## config.mk

```make
export PLATFORM = sky130hd
export DESIGN_NAME = srl_device_flat
export DESIGN_NICKNAME = d
export VERILOG_FILES = /design/src/core/srl_pkg.sv /design/src/core/srl_link_if.sv /design/src/core/srl_device.sv /design/src/flat_wrapper.sv
export VERILOG_INCLUDE_DIRS = /design/src /design/src/core
export SDC_FILE = /design/constraint.sdc
export NUM_CORES = 1
export LEC_CHECK = 0
export BUFFER_PORTS_ARGS = -buffer_cell sky130_fd_sc_hd__clkbuf_2
export CORE_MARGIN = 2
export CORE_UTILIZATION = 48
export DETAILED_ROUTE_END_ITERATION = 8
export HOLD_SLACK_MARGIN = 0.12
export MAX_ROUTING_LAYER = met4
export PLACE_DENSITY = 0.77
export SLEW_MARGIN = 20
export SYNTH_ARGS = -nofsm -noshare
export SYNTH_HDL_FRONTEND = slang
export SYNTH_SLANG_ARGS = --single-unit
```

## constraint.sdc

```tcl
create_clock -name clk -period 2.7 [get_ports clk]
set_input_delay 0.27 -clock clk [delete_from_list [all_inputs] [get_ports clk]]
set_output_delay 0.27 -clock clk [all_outputs]
set_load 0.01 [all_outputs]
```

## src/core/srl_defs.svh

```systemverilog
// Constants for the serdes receive and loopback model: widths, counts and pin codes.
// Assumes one 10 MHz clock in which one cycle stands for one serial bit time.
`ifndef SRL_DEFS_SVH
`define SRL_DEFS_SVH

// Parallel word width and the bit counter that walks it.
`define SRL_WORD_W 16
`define SRL_BIT_LAST 4'hf
// Word stages held before the output register, giving about five word periods.
`define SRL_PIPE_DEPTH 4
// Reference periods in bit times for the fast and slow divide settings.
`define SRL_REF_DIV_FAST 8'h10
`define SRL_REF_DIV_SLOW 8'h40
// Bit times without a reference edge after which the reference counts as absent.
`define SRL_REF_ABSENT 8'hc8
// Bit times the lock indicator stays low after an out-of-range measurement.
`define SRL_DROP_LEN 3'h4
// Test-loop select code that picks the parallel diagnostic loop.
`define SRL_DIAG_SEL 2'h2
// Serial drive codes: power-on default and the reduced swing for pluggable modules.
`define SRL_SER_DRIVE_DEFAULT 2'h3
`define SRL_SER_DRIVE_REDUCED 2'h1

`endif

```

## src/core/srl_pkg.sv

```systemverilog
// Types shared by both ends of the serdes receive and loopback model.
// Assumes srl_defs.svh is on the include path.
`include "srl_defs.svh"

package srl_pkg;

  // One parallel word.
  typedef logic [`SRL_WORD_W-1:0] srl_word_t;

  // Lock detector states.
  typedef enum logic [1:0] {SRL_HUNT, SRL_LOCKED, SRL_DROP} srl_lock_e;

  // Whole state of the device end.
  typedef struct packed {
    logic ser_s1;
    logic ser_s2;
    logic rst_s1;
    logic rst_s2;
    logic mref_s1;
    logic mref_s2;
    logic mref_p;
    logic rref_s1;
    logic rref_s2;
    logic rref_p;
    logic txc_s1;
    logic txc_s2;
    logic txc_p;
    srl_word_t txd_s1;
    srl_word_t txd_s2;
    srl_word_t tx_word;
    logic [3:0] bit_cnt;
    srl_word_t rx_shift;
    srl_word_t [`SRL_PIPE_DEPTH-1:0] pipe;
    srl_word_t rx_data;
    logic rx_clk;
    logic rate_clk;
    srl_word_t ser_shift;
    logic ser_out;
    srl_lock_e lk_state;
    logic [7:0] per_cnt;
    logic [7:0] miss_cnt;
    logic [7:0] mmiss_cnt;
    logic [2:0] drop_cnt;
    logic lock;
    logic main_ok;
    logic [1:0] par_drive;
    logic [1:0] ser_drive;
  } srl_dev_s;

  // Whole state of the host end.
  typedef struct packed {
    logic [5:0] ref_cnt;
    logic mref;
    logic rref;
    logic [4:0] txc_cnt;
    logic txc;
    srl_word_t txd;
    logic tx_ready;
    srl_word_t rxd_s1;
    srl_word_t rxd_s2;
    logic rxc_s1;
    logic rxc_s2;
    logic rxc_p;
    logic lk_s1;
    logic lk_s2;
    srl_word_t rx_word;
    logic rx_valid;
  } srl_host_s;

endpackage

```

## src/core/srl_link_if.sv

```systemverilog
// Pins between the serdes device and the framer or host logic.
// Assumes both ends run on the same clk; nothing here is two-way.
`timescale 1ns/1ps

interface srl_link_if;
  import srl_pkg::*;

  // Host to device: reset, references and configuration straps.
  logic receive_reset_n;
  logic main_reference_clock;
  logic receive_reference_clock;
  logic reference_divide_select;
  logic use_receive_reference;
  logic [1:0] lock_window_select;
  logic low_bit_first_n;
  logic [1:0] parallel_drive_strength;
  logic [1:0] serial_drive_strength;
  logic self_test_enable_n;
  logic parallel_loop_enable_n;
  logic [1:0] test_loop_select;
  logic line_loop_enable_n;
  logic rate_clock_out_select;
  // Host to device: parallel transmit bus.
  srl_word_t parallel_tx_data;
  logic parallel_tx_clock_neg;
  logic tx_clock_ratio_select;
  // Device to host: parallel receive bus and status.
  srl_word_t parallel_rx_data;
  logic parallel_rx_clock_out;
  logic receive_lock;
  logic parallel_rate_clock_out;

  // Device end.
  modport dev (
    input receive_reset_n, main_reference_clock, receive_reference_clock,
    input reference_divide_select, use_receive_reference, lock_window_select,
    input low_bit_first_n, parallel_drive_strength, serial_drive_strength,
    input self_test_enable_n, parallel_loop_enable_n, test_loop_select,
    input line_loop_enable_n, rate_clock_out_select,
    input parallel_tx_data, parallel_tx_clock_neg, tx_clock_ratio_select,
    output parallel_rx_data, parallel_rx_clock_out, receive_lock, parallel_rate_clock_out
  );

  // Host end.
  modport host (
    output receive_reset_n, main_reference_clock, receive_reference_clock,
    output reference_divide_select, use_receive_reference, lock_window_select,
    output low_bit_first_n, parallel_drive_strength, serial_drive_strength,
    output self_test_enable_n, parallel_loop_enable_n, test_loop_select,
    output line_loop_enable_n, rate_clock_out_select,
    output parallel_tx_data, parallel_tx_clock_neg, tx_clock_ratio_select,
    input parallel_rx_data, parallel_rx_clock_out, receive_lock, parallel_rate_clock_out
  );
endinterface

```

## src/core/srl_device.sv

```systemverilog
// Device end: lock detector, 1:16 deserializer, parallel receive bus and loopbacks.
// Assumes clk stands for the recovered bit clock, one serial bit per cycle, and that
// the host end drives the link pins; reference and transmit clocks are sampled levels.
//
// Summary of operation
// Lock high while selected reference in range.
// Lock low in receive reset or absent reference.
// Out-of-range drops lock briefly, then relocks.
// Sixteen serial bits form one parallel word.
// First bit to bit 15 when select high.
// Receive word driven with its own clock.
// About five word periods serial to parallel.
// Two-bit parallel output drive strength input.
// Host picks serial drive 01 for modules.
// Diagnostic code loops transmit words to receive.
// Line loop sends received words out serially.
// Host routes receive clock to main reference.
// Host cleans rate clock externally for reference; the host here uses it uncleaned.
// Recovery uses either reference, transmit only main.
// One divide select sets both references together.
// Host drives receive reference only when needed.
// Transmit bus taken on negative leg rise.
// Receive clock keeps running without serial data.
// Transmit bit order follows the same select.
// Ratio select picks one or two words per period.
// Exactly one new word per receive clock period.
`timescale 1ns/1ps
`include "srl_defs.svh"

module srl_device (
  // Clock and reset.
  input wire logic clk,
  input wire logic resetn,
  // Link to the host end.
  srl_link_if.dev link,
  // Serial line side.
  input wire logic serial_rx_in,
  output logic serial_tx_out,
  // Drive settings as applied to the output stages, and transmit reference status.
  output logic [1:0] parallel_drive_level,
  output logic [1:0] serial_drive_level,
  output logic tx_reference_ok
);
  import srl_pkg::*;

  // Present and next state of the whole end.
  srl_dev_s q;
  srl_dev_s d;

  // Combinational helpers.
  logic ref_now;
  logic ref_prev;
  logic ref_edge;
  logic [7:0] ref_miss;
  logic [7:0] expect_per;
  logic [7:0] tol;
  logic in_range;
  logic word_end;
  logic diag_loop;
  logic txc_rise;
  logic txc_fall;

  // Next-state logic for every part of the end.
  always_comb begin
    d = q;
    // Two flip-flops on the serial, reset, reference and transmit levels from outside the bit clock; the straps are used directly.
    d.ser_s1 = serial_rx_in;
    d.ser_s2 = q.ser_s1;
    d.rst_s1 = link.receive_reset_n;
    d.rst_s2 = q.rst_s1;
    d.mref_s1 = link.main_reference_clock;
    d.mref_s2 = q.mref_s1;
    d.mref_p = q.mref_s2;
    d.rref_s1 = link.receive_reference_clock;
    d.rref_s2 = q.rref_s1;
    d.rref_p = q.rref_s2;
    d.txc_s1 = link.parallel_tx_clock_neg;
    d.txc_s2 = q.txc_s1;
    d.txc_p = q.txc_s2;
    d.txd_s1 = link.parallel_tx_data;
    d.txd_s2 = q.txd_s1;

    // recovery reference choice
    ref_now = link.use_receive_reference ? q.rref_s2 : q.mref_s2;
    ref_prev = link.use_receive_reference ? q.rref_p : q.mref_p;
    ref_edge = ref_now & ~ref_prev;
    // one divide for both
    expect_per = link.reference_divide_select ? `SRL_REF_DIV_SLOW : `SRL_REF_DIV_FAST;
    // The window select widens the accepted period: 1, 2, 4 or 8 bit times.
    tol = 8'h01 << link.lock_window_select;
    in_range = (q.per_cnt + tol >= expect_per) && (q.per_cnt <= expect_per + tol);

    // Period and absence counters of the recovery reference.
    d.per_cnt = ref_edge ? 8'h01 : q.per_cnt + ((q.per_cnt == 8'hff) ? 8'h00 : 8'h01);
    ref_miss = ref_edge ? 8'h00 : q.miss_cnt + ((q.miss_cnt == 8'hff) ? 8'h00 : 8'h01);
    d.miss_cnt = ref_miss;
    // transmit side watches main only
    d.mmiss_cnt = (q.mref_s2 & ~q.mref_p) ? 8'h00 :
                  q.mmiss_cnt + ((q.mmiss_cnt == 8'hff) ? 8'h00 : 8'h01);
    d.main_ok = q.mmiss_cnt < `SRL_REF_ABSENT;

    // Lock detector.
    case (q.lk_state)
      SRL_HUNT: begin
        // lock on good period
        if (ref_edge && in_range) begin
          d.lk_state = SRL_LOCKED;
        end
      end
      SRL_LOCKED: begin
        // drop on bad period
        if (ref_edge && !in_range) begin
          d.lk_state = SRL_DROP;
          d.drop_cnt = `SRL_DROP_LEN;
        end
      end
      SRL_DROP: begin
        // relock after brief drop
        if (q.drop_cnt == 3'h1) begin
          d.lk_state = SRL_LOCKED;
        end
        d.drop_cnt = q.drop_cnt - 3'h1;
      end
      default: begin
        d.lk_state = SRL_HUNT;
      end
    endcase
    // reset or absent reference
    if (!q.rst_s2 || ref_miss >= `SRL_REF_ABSENT) begin
      d.lk_state = SRL_HUNT;
    end
    d.lock = (d.lk_state == SRL_LOCKED);

    // word divider runs free of data
    d.bit_cnt = q.bit_cnt + 4'h1;
    word_end = (q.bit_cnt == `SRL_BIT_LAST);

    // shift serial bits in
    // order set by select
    if (link.low_bit_first_n) begin
      d.rx_shift = {q.rx_shift[`SRL_WORD_W-2:0], q.ser_s2};
    end else begin
      d.rx_shift = {q.ser_s2, q.rx_shift[`SRL_WORD_W-1:1]};
    end

    // capture on negative leg rise
    txc_rise = q.txc_s2 & ~q.txc_p;
    txc_fall = ~q.txc_s2 & q.txc_p;
    if (txc_rise) begin
      d.tx_word = q.txd_s2;
    end else if (txc_fall && !link.tx_clock_ratio_select) begin
      // half-rate clock, second word
      d.tx_word = q.txd_s2;
    end

    // diagnostic loop select
    diag_loop = !link.self_test_enable_n && !link.parallel_loop_enable_n &&
                (link.test_loop_select == `SRL_DIAG_SEL);

    if (word_end) begin
      // one word per period
      // word delay line
      d.pipe[0] = diag_loop ? q.tx_word : d.rx_shift;
      for (int i = 1; i < `SRL_PIPE_DEPTH; i++) begin
        d.pipe[i] = q.pipe[i-1];
      end
      // data changes with clock rise
      d.rx_data = q.pipe[`SRL_PIPE_DEPTH-1];
      // line loop feeds serializer
      d.ser_shift = link.line_loop_enable_n ? q.tx_word : d.rx_shift;
    end else if (link.low_bit_first_n) begin
      // bit 15 first when high
      d.ser_shift = {q.ser_shift[`SRL_WORD_W-2:0], 1'b0};
    end else begin
      d.ser_shift = {1'b0, q.ser_shift[`SRL_WORD_W-1:1]};
    end
    // serial output bit
    d.ser_out = link.low_bit_first_n ? d.ser_shift[`SRL_WORD_W-1] : d.ser_shift[0];

    // receive clock high for first half
    d.rx_clk = (d.bit_cnt < 4'h8);
    // The rate clock output follows the word clock only while selected.
    d.rate_clk = link.rate_clock_out_select & d.rx_clk;

    // drive strength applied
    d.par_drive = link.parallel_drive_strength;
    // host-chosen serial drive
    d.ser_drive = link.serial_drive_strength;
  end

  // State register with constant reset values.
  always_ff @(posedge clk or negedge resetn) begin
    if (!resetn) begin
      q <= '0;
      q.lk_state <= SRL_HUNT;
      // Starting on the last bit makes the first receive clock period a full one.
      q.bit_cnt <= `SRL_BIT_LAST;
      q.ser_drive <= `SRL_SER_DRIVE_DEFAULT;
    end else begin
      q <= d;
    end
  end

  // Outputs are taken straight from the state register.
  assign link.parallel_rx_data = q.rx_data;
  assign link.parallel_rx_clock_out = q.rx_clk;
  assign link.receive_lock = q.lock;
  assign link.parallel_rate_clock_out = q.rate_clk;
  assign serial_tx_out = q.ser_out;
  assign parallel_drive_level = q.par_drive;
  assign serial_drive_level = q.ser_drive;
  assign tx_reference_ok = q.main_ok;
endmodule

```

## src/flat_wrapper.sv

```systemverilog
// flat-port wrapper written by rule: the top's interface ports become plain ports
module srl_device_flat import srl_pkg::*;
  (clk, resetn, serial_rx_in, serial_tx_out, parallel_drive_level, serial_drive_level, tx_reference_ok, link_receive_reset_n, link_main_reference_clock, link_receive_reference_clock, link_reference_divide_select, link_use_receive_reference, link_lock_window_select, link_low_bit_first_n, link_parallel_drive_strength, link_serial_drive_strength, link_self_test_enable_n, link_parallel_loop_enable_n, link_test_loop_select, link_line_loop_enable_n, link_rate_clock_out_select, link_parallel_tx_data, link_parallel_tx_clock_neg, link_tx_clock_ratio_select, link_parallel_rx_data, link_parallel_rx_clock_out, link_receive_lock, link_parallel_rate_clock_out);
  srl_link_if link_i ();
  input wire logic clk;
  input wire logic resetn;
  input wire logic serial_rx_in;
  output logic serial_tx_out;
  output logic [1:0] parallel_drive_level;
  output logic [1:0] serial_drive_level;
  output logic tx_reference_ok;
  input wire logic [$bits(link_i.receive_reset_n)-1:0] link_receive_reset_n;
  input wire logic [$bits(link_i.main_reference_clock)-1:0] link_main_reference_clock;
  input wire logic [$bits(link_i.receive_reference_clock)-1:0] link_receive_reference_clock;
  input wire logic [$bits(link_i.reference_divide_select)-1:0] link_reference_divide_select;
  input wire logic [$bits(link_i.use_receive_reference)-1:0] link_use_receive_reference;
  input wire logic [$bits(link_i.lock_window_select)-1:0] link_lock_window_select;
  input wire logic [$bits(link_i.low_bit_first_n)-1:0] link_low_bit_first_n;
  input wire logic [$bits(link_i.parallel_drive_strength)-1:0] link_parallel_drive_strength;
  input wire logic [$bits(link_i.serial_drive_strength)-1:0] link_serial_drive_strength;
  input wire logic [$bits(link_i.self_test_enable_n)-1:0] link_self_test_enable_n;
  input wire logic [$bits(link_i.parallel_loop_enable_n)-1:0] link_parallel_loop_enable_n;
  input wire logic [$bits(link_i.test_loop_select)-1:0] link_test_loop_select;
  input wire logic [$bits(link_i.line_loop_enable_n)-1:0] link_line_loop_enable_n;
  input wire logic [$bits(link_i.rate_clock_out_select)-1:0] link_rate_clock_out_select;
  input wire logic [$bits(link_i.parallel_tx_data)-1:0] link_parallel_tx_data;
  input wire logic [$bits(link_i.parallel_tx_clock_neg)-1:0] link_parallel_tx_clock_neg;
  input wire logic [$bits(link_i.tx_clock_ratio_select)-1:0] link_tx_clock_ratio_select;
  output wire logic [$bits(link_i.parallel_rx_data)-1:0] link_parallel_rx_data;
  output wire logic [$bits(link_i.parallel_rx_clock_out)-1:0] link_parallel_rx_clock_out;
  output wire logic [$bits(link_i.receive_lock)-1:0] link_receive_lock;
  output wire logic [$bits(link_i.parallel_rate_clock_out)-1:0] link_parallel_rate_clock_out;
  assign link_i.receive_reset_n = link_receive_reset_n;
  assign link_i.main_reference_clock = link_main_reference_clock;
  assign link_i.receive_reference_clock = link_receive_reference_clock;
  assign link_i.reference_divide_select = link_reference_divide_select;
  assign link_i.use_receive_reference = link_use_receive_reference;
  assign link_i.lock_window_select = link_lock_window_select;
  assign link_i.low_bit_first_n = link_low_bit_first_n;
  assign link_i.parallel_drive_strength = link_parallel_drive_strength;
  assign link_i.serial_drive_strength = link_serial_drive_strength;
  assign link_i.self_test_enable_n = link_self_test_enable_n;
  assign link_i.parallel_loop_enable_n = link_parallel_loop_enable_n;
  assign link_i.test_loop_select = link_test_loop_select;
  assign link_i.line_loop_enable_n = link_line_loop_enable_n;
  assign link_i.rate_clock_out_select = link_rate_clock_out_select;
  assign link_i.parallel_tx_data = link_parallel_tx_data;
  assign link_i.parallel_tx_clock_neg = link_parallel_tx_clock_neg;
  assign link_i.tx_clock_ratio_select = link_tx_clock_ratio_select;
  assign link_parallel_rx_data = link_i.parallel_rx_data;
  assign link_parallel_rx_clock_out = link_i.parallel_rx_clock_out;
  assign link_receive_lock = link_i.receive_lock;
  assign link_parallel_rate_clock_out = link_i.parallel_rate_clock_out;
  srl_device u_core (.clk(clk), .resetn(resetn), .link(link_i), .serial_rx_in(serial_rx_in), .serial_tx_out(serial_tx_out), .parallel_drive_level(parallel_drive_level), .serial_drive_level(serial_drive_level), .tx_reference_ok(tx_reference_ok));
endmodule
```

==> results of run 1 <==
cells by family (layout without fill, tap and decap cells):
| family | Yosys count | count (layout) |
|---|---|---|
| AO/OA/AOI/OAI | 60 | 60 |
| XOR/XNOR | 24 | 24 |
| adder cells (fa/ha/maj) | 22 | 22 |
| AND/OR/NAND/NOR | 137 | 137 |
| buffers and inverters | 64 | 174 |
| flip-flops | 215 | 215 |
| multiplexers | 141 | 141 |
power groups by stage:
| stage | Sequential [mW] | Combinational [mW] | Clock (mW) |
|---|---|---|---|
| 2_1_floorplan | 4.05 | 0.933 | 0 |
| 3_3_place_gp | 4.11 | 1.25 | 0 |
| 3_5_place_dp | 4.15 | 1.35 | 0 |
| 4_1_cts | 4.10 | 1.41 | 2.96 |
| 5_1_grt | 4.16 | 1.60 | 3.10 |
| 6_report | 4.10 | 1.42 | 2.89 |
synthesized netlist by cell type, drive strengths merged:
library cell,count
dfrtp,209
mux2,109
nand2,42
o21ai,37
mux2i,32
nor2,31
clkbuf,24
buf,22
ha,21
nand3,18
xor2,18
inv,17
a21oi,11
and2,9
dfstp,6
nand4,6
nor2b,6
xnor2,6
and3,5
nand2b,5
nor3,3
o31ai,3
or3,3
a31oi,2
nor3b,2
o211ai,2
a211o,1
and4,1
and4b,1
clkdlybuf4s15,1
fa,1
nand3b,1
nand4b,1
nor4,1
nor4b,1
o221ai,1
o22a,1
o22ai,1
o41ai,1
or4,1
worst register-to-register path: stages, from the launching register on:
cell and delay (ns):
dfrtp_1 0.38, ha_2 0.21, fa_2 0.37, a21oi_2 0.20
nor2_2 0.06, o211ai_1 0.20, xnor2_1 0.15, ha_1 0.27
nand4b_1 0.12, nor2_1 0.06, a31oi_1 0.16, nand4_1 0.12
or3_4 0.41, and3_1 0.16
metrics by stage:
step / instances / utilization (%) / hold slack, ns / instance area, um^2
after floorplan: 663 / - / -0.0256 / 8770
after global placement: 931 / 51.9 / 0.335 / 9320
after detailed placement: 931 / 51.9 / 0.335 / 9320
after CTS: 1001 / 57.5 / 0.195 / 10300
after global routing: 1002 / 57.6 / 0.213 / 10300
final: 1002 / 57.6 / 0.210 / 10300
area by class of cell:
cell class	count	share of cell area, %
Multi-Input combinational cell	384	29.8
Clock inverter	4	0.218
Inverter	17	0.617
Sequential cell	215	52.1
Timing Repair Buffer	117	7.83
Clock buffer	36	6.62
Tap cell	229	2.77
routing by layer:
layer	track usage, %	up-vias
li1	-	2451
met1	20.8	2584
met2	28.5	126
met3	2.76	50
met4	5.48	0
met5	-	-
sequential cells by signal, summed over array words and instances (netlist names), 2 cells and up:
| name | flops |
|---|---|
| u_core.serial_drive_level | 2 |
| u_core.link.parallel_rx_data | 16 |
| u_core.d | 24 |
| u_core.q | 166 |
| u_core.parallel_drive_level | 2 |
cell usage in the layout, fill, tap and decap left out, types with 7 or more instances in the layout:
| cell type | Yosys | routed |
|---|---|---|
| ha_1 | 21 | 20 |
| buf_4 | 20 | 26 |
| mux2i_1 | 32 | 32 |
| inv_1 | 16 | 16 |
| dlygate4sd3_1 | 0 | 27 |
| dfrtp_1 | 209 | 209 |
| clkbuf_8 | 0 | 7 |
| clkbuf_2 | 0 | 62 |
| nand3_1 | 18 | 17 |
| clkbuf_1 | 24 | 7 |
| xor2_1 | 18 | 18 |
| and2_1 | 9 | 9 |
| a21oi_1 | 11 | 10 |
| nand2_1 | 42 | 42 |
| clkbuf_16 | 0 | 23 |
| o21ai_0 | 36 | 36 |
| mux2_2 | 107 | 107 |
| nor2_1 | 31 | 30 |
final timing paths:
path | slack (ns) | depth (start not counted) | endpoint | startpoint
worst max-delay path | -0.28 | 13 | u_core.q[7] | u_core.q[25]
worst min-delay path | 0.21 | 2 | u_core.q[135] | link_low_bit_first_n
worst max register to register | -0.28 | 13 | u_core.q[7] | u_core.q[25]
worst min register to register | 0.34 | 0 | u_core.q[171] | u_core.d[171]
max in group asynchronous | 1.48 | 3 | u_core.serial_drive_level[0] | resetn
min in group asynchronous | 0.37 | 2 | u_core.link.parallel_rx_data[2] | resetn
timing repair:
item | 4_1_cts | 5_1_grt
setup buffers | 3 | 1
endpoints found under the hold margin | 110 | 0
resized for setup | 1 | 2
cloned | 0 | 0
hold buffers | 27 | 0
endpoints found under the setup margin | 6 | 6
pin swaps | 0 | 1
==> impl_results.md, run 1 <==
- Flops & latches, synth: 215
- Std cell rows: 49
- Placer's final routability congestion estimate: 0.883
- Synth Area in Adders: 3.23%
- Antenna fix cells: 0
- Crit-path cells: ha_2 -> fa_2 -> a21oi_2 -> nor2_2 -> o211ai_1 -> xnor2_1 -> ha_1 -> nand4b_1 -> nor2_1 -> a31oi_1 -> nand4_1 -> or3_4 -> and3_1
- Multiplexer fraction of the synthesized cell area: 17.7%
- Vert. Die Dim: 139 um
- Worst slew margin: 51.6%
- Total Power: 8.40 mW
- Worst Slack Setup Final: -0.282 ns
- Clock Sinks: 215
- Clock tree skew after final layout: 0.0133 ns
- Worst vdd ir: 0.604 mV
- Die footprint: 0.0193 mm^2
- Design internal power: 6.19 mW
- Xor/xnor share of the synthesized area: 2.40%
- Share of power burned in the clock network: 34.4%
- Core Footprint: 0.0180 mm^2
- Top cell type by total area after synthesis: dfrtp_1
- Family with the most delay on the worst path: simple AND/OR/NAND/NOR gates
- Total Routing Usage GR: 16.8%
- Sw power: 2.21 mW
- CTS buffer count: 22
- Number of warnings reported in the yosys synthesis log: 0
- Number of buffers and inverters on the critical path: 0
- Post-synthesis cell count: 663
- Area contributors post-synth: dfrtp_1 (60%), mux2_2 (14%), mux2i_1 (3.7%)
- Initial cell density of the core: 48.8%
- Kind of end point of the critical path: flip-flop
- Clock-pin slew on the worst setup and hold paths: 0.06 ns
- Startpoint type of the worst setup path: flip-flop
- Pwr dens: 813 mW/mm^2
- Achievable Freq: 335 MHz
- CTS tree: built
- Global-route wire length before repair: 26,500 um
- Clock root buffer: clkbuf_16
- Number of max-cap violations: 0
- Count of nets left with antenna violations after detail routing: 0
- Violations in the final reports: setup timing
- Unrepaired setup endpoints after global routing: yes
- Maximum root-to-sink buffer count: 3
- Final critical delay including setup and external delays: 2.98 ns
- Number of H-tree branching levels: 1
- Maximum number of pins on one net before global-route repair: 90
- Met3 wirelength from detailed routing: 570 um
- Number of unique standard cell types used by synthesis: 46
- Complex-gate fraction of the synthesized area: 3.86%
- Top layer in use: met4
- Syn Std Cell Area: 0.00876 mm^2
- Number of ports placed on the die boundary: 64
- WP data required: 3.08 ns
- Cell at the slowest stage of the critical path: or3_4
- Detailed placement HPWL: 10,500 um
- Wire length the detailed router placed on met1: 6560 um
- Endpoint arrival time on the critical path: 3.36 ns
- Per-instance average area after synthesis: 13.2 um^2
- Path type of the worst min-delay path: in2reg
- Final hold violation count: 0
- Post-synth top area share: 59.7%
- Final setup viols: 6
- Switching part of the total power: 26.3%
- Met2 WL: 7800 um
- Post-detailed-routing wire length: 15,400 um
- Via density: 5.20
- Filler cells: 1,424
- Static Leak: 4.84 nW
- Clock insertion delay at the later pin of the skew report: 0.50 ns
- Post-Synthesis Net Count: 724
- Measured slew at the worst slew-check pin: 0.725 ns
- Main combinational cell family by area after synthesis: multiplexers
- Kind of critical path: reg2reg
- Final total negative setup slack: -1.13 ns
- Synthesis-to-finish area growth: 18.0%
- Area share of and/or/nand/nor cells after synthesis: 7.64%
- Routed wire per std cell: 15.4 um
- Number of antenna violations at the first check in global routing: 0
- Seq/Total Area, Yosys: 61.5%
- DRC marker count from the first detailed-route iteration: 202
- Number of global-route vias before repair: 5,652
- Fraction of layout instances using a drive strength above 1: 31.8%
- Overall overflow remaining after global route: 0
- IO buf count: 63
- Largest fanout on the critical path: 4
- Run status: finished, violations left
- Number of remaining DRC errors: 0
- Number of iterations in the first detailed-routing pass: 4
- Part of the power in registers: 48.7%
- Combinational fraction of design power: 16.9%
- Combined area of the multi-input logic cells: 0.00308 mm^2
- Pins Over Slew Limit: 0
- Total number of vias: 5,211
- Worst slack after detailed placement: -0.274 ns
- Peak per-stage delay on the critical path: 0.40 ns
- Horizontal die dimension: 139 um
- Storage cell area: 0.00539 mm^2
- Final Net Count: 818
- Fraction of the cycle the final worst path needs: 110%
Note: power is estimated with default switching activity, not from simulation.
==> run 2: changes to the inputs <==
--- a/config.mk
+++ b/config.mk
@@ -8,11 +8,11 @@
 export LEC_CHECK = 0
 export BUFFER_PORTS_ARGS = -buffer_cell sky130_fd_sc_hd__clkbuf_2
 export CORE_MARGIN = 2
-export CORE_UTILIZATION = 48
+export CORE_UTILIZATION = 25
 export DETAILED_ROUTE_END_ITERATION = 8
 export HOLD_SLACK_MARGIN = 0.12
 export MAX_ROUTING_LAYER = met4
-export PLACE_DENSITY = 0.77
+export PLACE_DENSITY = 0.5
 export SLEW_MARGIN = 20
 export SYNTH_ARGS = -nofsm -noshare
 export SYNTH_HDL_FRONTEND = slang
==> run 2 against run 1 <==
  * The flow still finishes with violations (setup timing)
  * Highest routed layer unchanged
  * Global-route usage decreased by 7.5 points
  * Largest cell class unchanged
  * Critical endpoint is now u_core.q[6]
  * Setup slack better by 0.15 ns
  * Fmax up 5.3%
  * Final area increased by 5.4%
  * Utilization is 26 points lower
==> impl_results.md, run 2 (synthesized netlist as in run 1, its figures left out) <==
- Post-detailed-routing wire length: 15,800 um
- Global-route wire length before repair: 27,200 um
- Total Routing Usage GR: 9.32%
- Busiest grt layer: met2
- Number of antenna violations at the first check in global routing: 0
- Commonest cells after routing, fill and taps aside: dfrtp_1 (209), mux2_2 (107), clkbuf_2 (62)
- Crit-path cells: ha_2 -> fa_2 -> a21oi_2 -> nor2_1 -> o211ai_1 -> xnor2_1 -> ha_1 -> nand4b_1 -> nor2_1 -> a31oi_1 -> nand4_1 -> or3_4 -> and3_1
- Cell at the slowest stage of the critical path: or3_4
- Global-route track usage on met2: 14.0%
- Number of remaining DRC errors: 0
- Area after detailed placement: 0.00963 mm^2
- CTS tree: built
- Worst vdd ir: 0.432 mV
- Number of max-cap violations: 0
- Final critical delay including setup and external delays: 2.83 ns
- DRC marker count from the first detailed-route iteration: 188
- Fraction of the cycle the final worst path needs: 105%
- Horizontal die dimension: 191 um
- Final Net Count: 824
- Filler cells: 3,513
- Maximum root-to-sink buffer count: 3
- Clock tree skew after final layout: 0.00506 ns
- Worst Slack Setup Final: -0.131 ns
- Std cell rows: 68
- Most common cell after layout, fill and taps aside: dfrtp_1
- Detailed placement HPWL: 10,300 um
- Via density: 4.06
- Pwr dens: 850 mW/mm^2
- Path type of the worst min-delay path: in2async
- Final setup viols: 4
- Number of H-tree branching levels: 1
- Placer's final routability congestion estimate: 0.786
- Vert. Die Dim: 191 um
- Unrepaired setup endpoints after global routing: yes
- Clock insertion delay at the later pin of the skew report: 0.53 ns
- Maximum number of pins on one net before global-route repair: 70
- Total number of vias: 5,012
- Overall overflow remaining after global route: 0
- Global routing met1 resource utilization: 12.7%
- Number of cells in the design after placement: 1,159
- Endpoint arrival time on the critical path: 3.25 ns
- Count of nets left with antenna violations after detail routing: 0
- Combined area of the multi-input logic cells: 0.00309 mm^2
- Die footprint: 0.0366 mm^2
- Number of iterations in the first detailed-routing pass: 5
- Kind of end point of the critical path: flip-flop
- Core Footprint: 0.0345 mm^2
- Clock-pin slew on the worst setup and hold paths: 0.05 ns
- Startpoint type of the worst setup path: flip-flop
- Family with the most delay on the worst path: simple AND/OR/NAND/NOR gates
- Final non-filler cell total: 1,236
- Antenna fix cells: 0
- CTS buffer count: 27
- Most Frequent Cell on Critical Path: nor2_1
- Storage cell area: 0.00539 mm^2
- Final core utilization: 31.6%
- IO buf count: 63
- Static Leak: 4.97 nW
- Kind of critical path: reg2reg
- WP data required: 3.12 ns
- Number of global-route vias before repair: 5,266
- Peak per-stage delay on the critical path: 0.41 ns
- Final hold violation count: 0
- Largest fanout on the critical path: 4
- Final total negative setup slack: -0.386 ns
- Global routing usage on met3: 1.78%
- Pins Over Slew Limit: 0
- Register with the most flip-flops: u_core.q
- Routed wire per std cell: 12.8 um
- Worst slew margin: 58.7%
- Number of ports placed on the die boundary: 64
- Number of buffers and inverters on the critical path: 0
- Run status: finished, violations left
- Initial cell density of the core: 25.4%
- Violations in the final reports: setup timing
- Final Instance Area: 0.0109 mm^2
- Achievable Freq: 353 MHz
- Measured slew at the worst slew-check pin: 0.620 ns
- Clock root buffer: clkbuf_16
- Synthesis-to-finish area growth: 24.4%
- Flip-flop count of the largest register, all copies and words added: 166
- Fraction of layout instances using a drive strength above 1: 32.9%
- Clock Sinks: 215
## run 2: routing by layer
metal  vias up  share of wire, %
li1       2478                 -
met5         -                 0
met1      2432                49
met4         0               2.9
met3        31               3.7
met2        71                44
## run 2: layout make-up
class	instances	share of cell area (%)
Clock inverter	10	1.77
Multi-Input combinational cell	384	28.4
Inverter	17	0.585
Tap cell	455	5.22
Clock buffer	37	7.00
Sequential cell	215	49.4
Timing Repair Buffer	118	7.62
## run 2: worst paths after layout
path	start	endpoint	slack, ns	cells after the start
max reg2reg	u_core.q[25]	u_core.q[6]	-0.13	13
min in group clk	link_use_receive_reference	u_core.q[28]	0.26	4
max in group asynchronous	resetn	u_core.q[152]	1.62	3
min	resetn	u_core.link.parallel_rx_data[2]	0.24	2
min reg2reg	u_core.d[174]	u_core.q[174]	0.34	0
max	u_core.q[25]	u_core.q[6]	-0.13	13
## run 2: metrics by stage
stage          hold slack (ns)  total power [mW]  setup WS (ns)
2_1_floorplan          -0.0256              4.98        0.00492
3_3_place_gp             0.208              5.46         -0.147
3_5_place_dp             0.210              5.49         -0.207
4_1_cts                  0.236              9.44         -0.116
5_1_grt                  0.260              9.83         -0.329
6_report                 0.242              9.26         -0.131
## run 2: where the power goes
part	switching (mW)	total (mW)	internal, mW
sequential	0.302	4.07	3.76
combinational	0.674	1.39	0.711
clock	1.36	3.81	2.45
## run 2: repair_timing
item                                   CTS  global route
endpoints found under the hold margin  204             0
gates cloned                             0             0
hold buffers                            27             0
gates resized for setup                  2             1
setup buffers                            2             1
pin swaps                                0             5
setup endpoints to repair                6             6
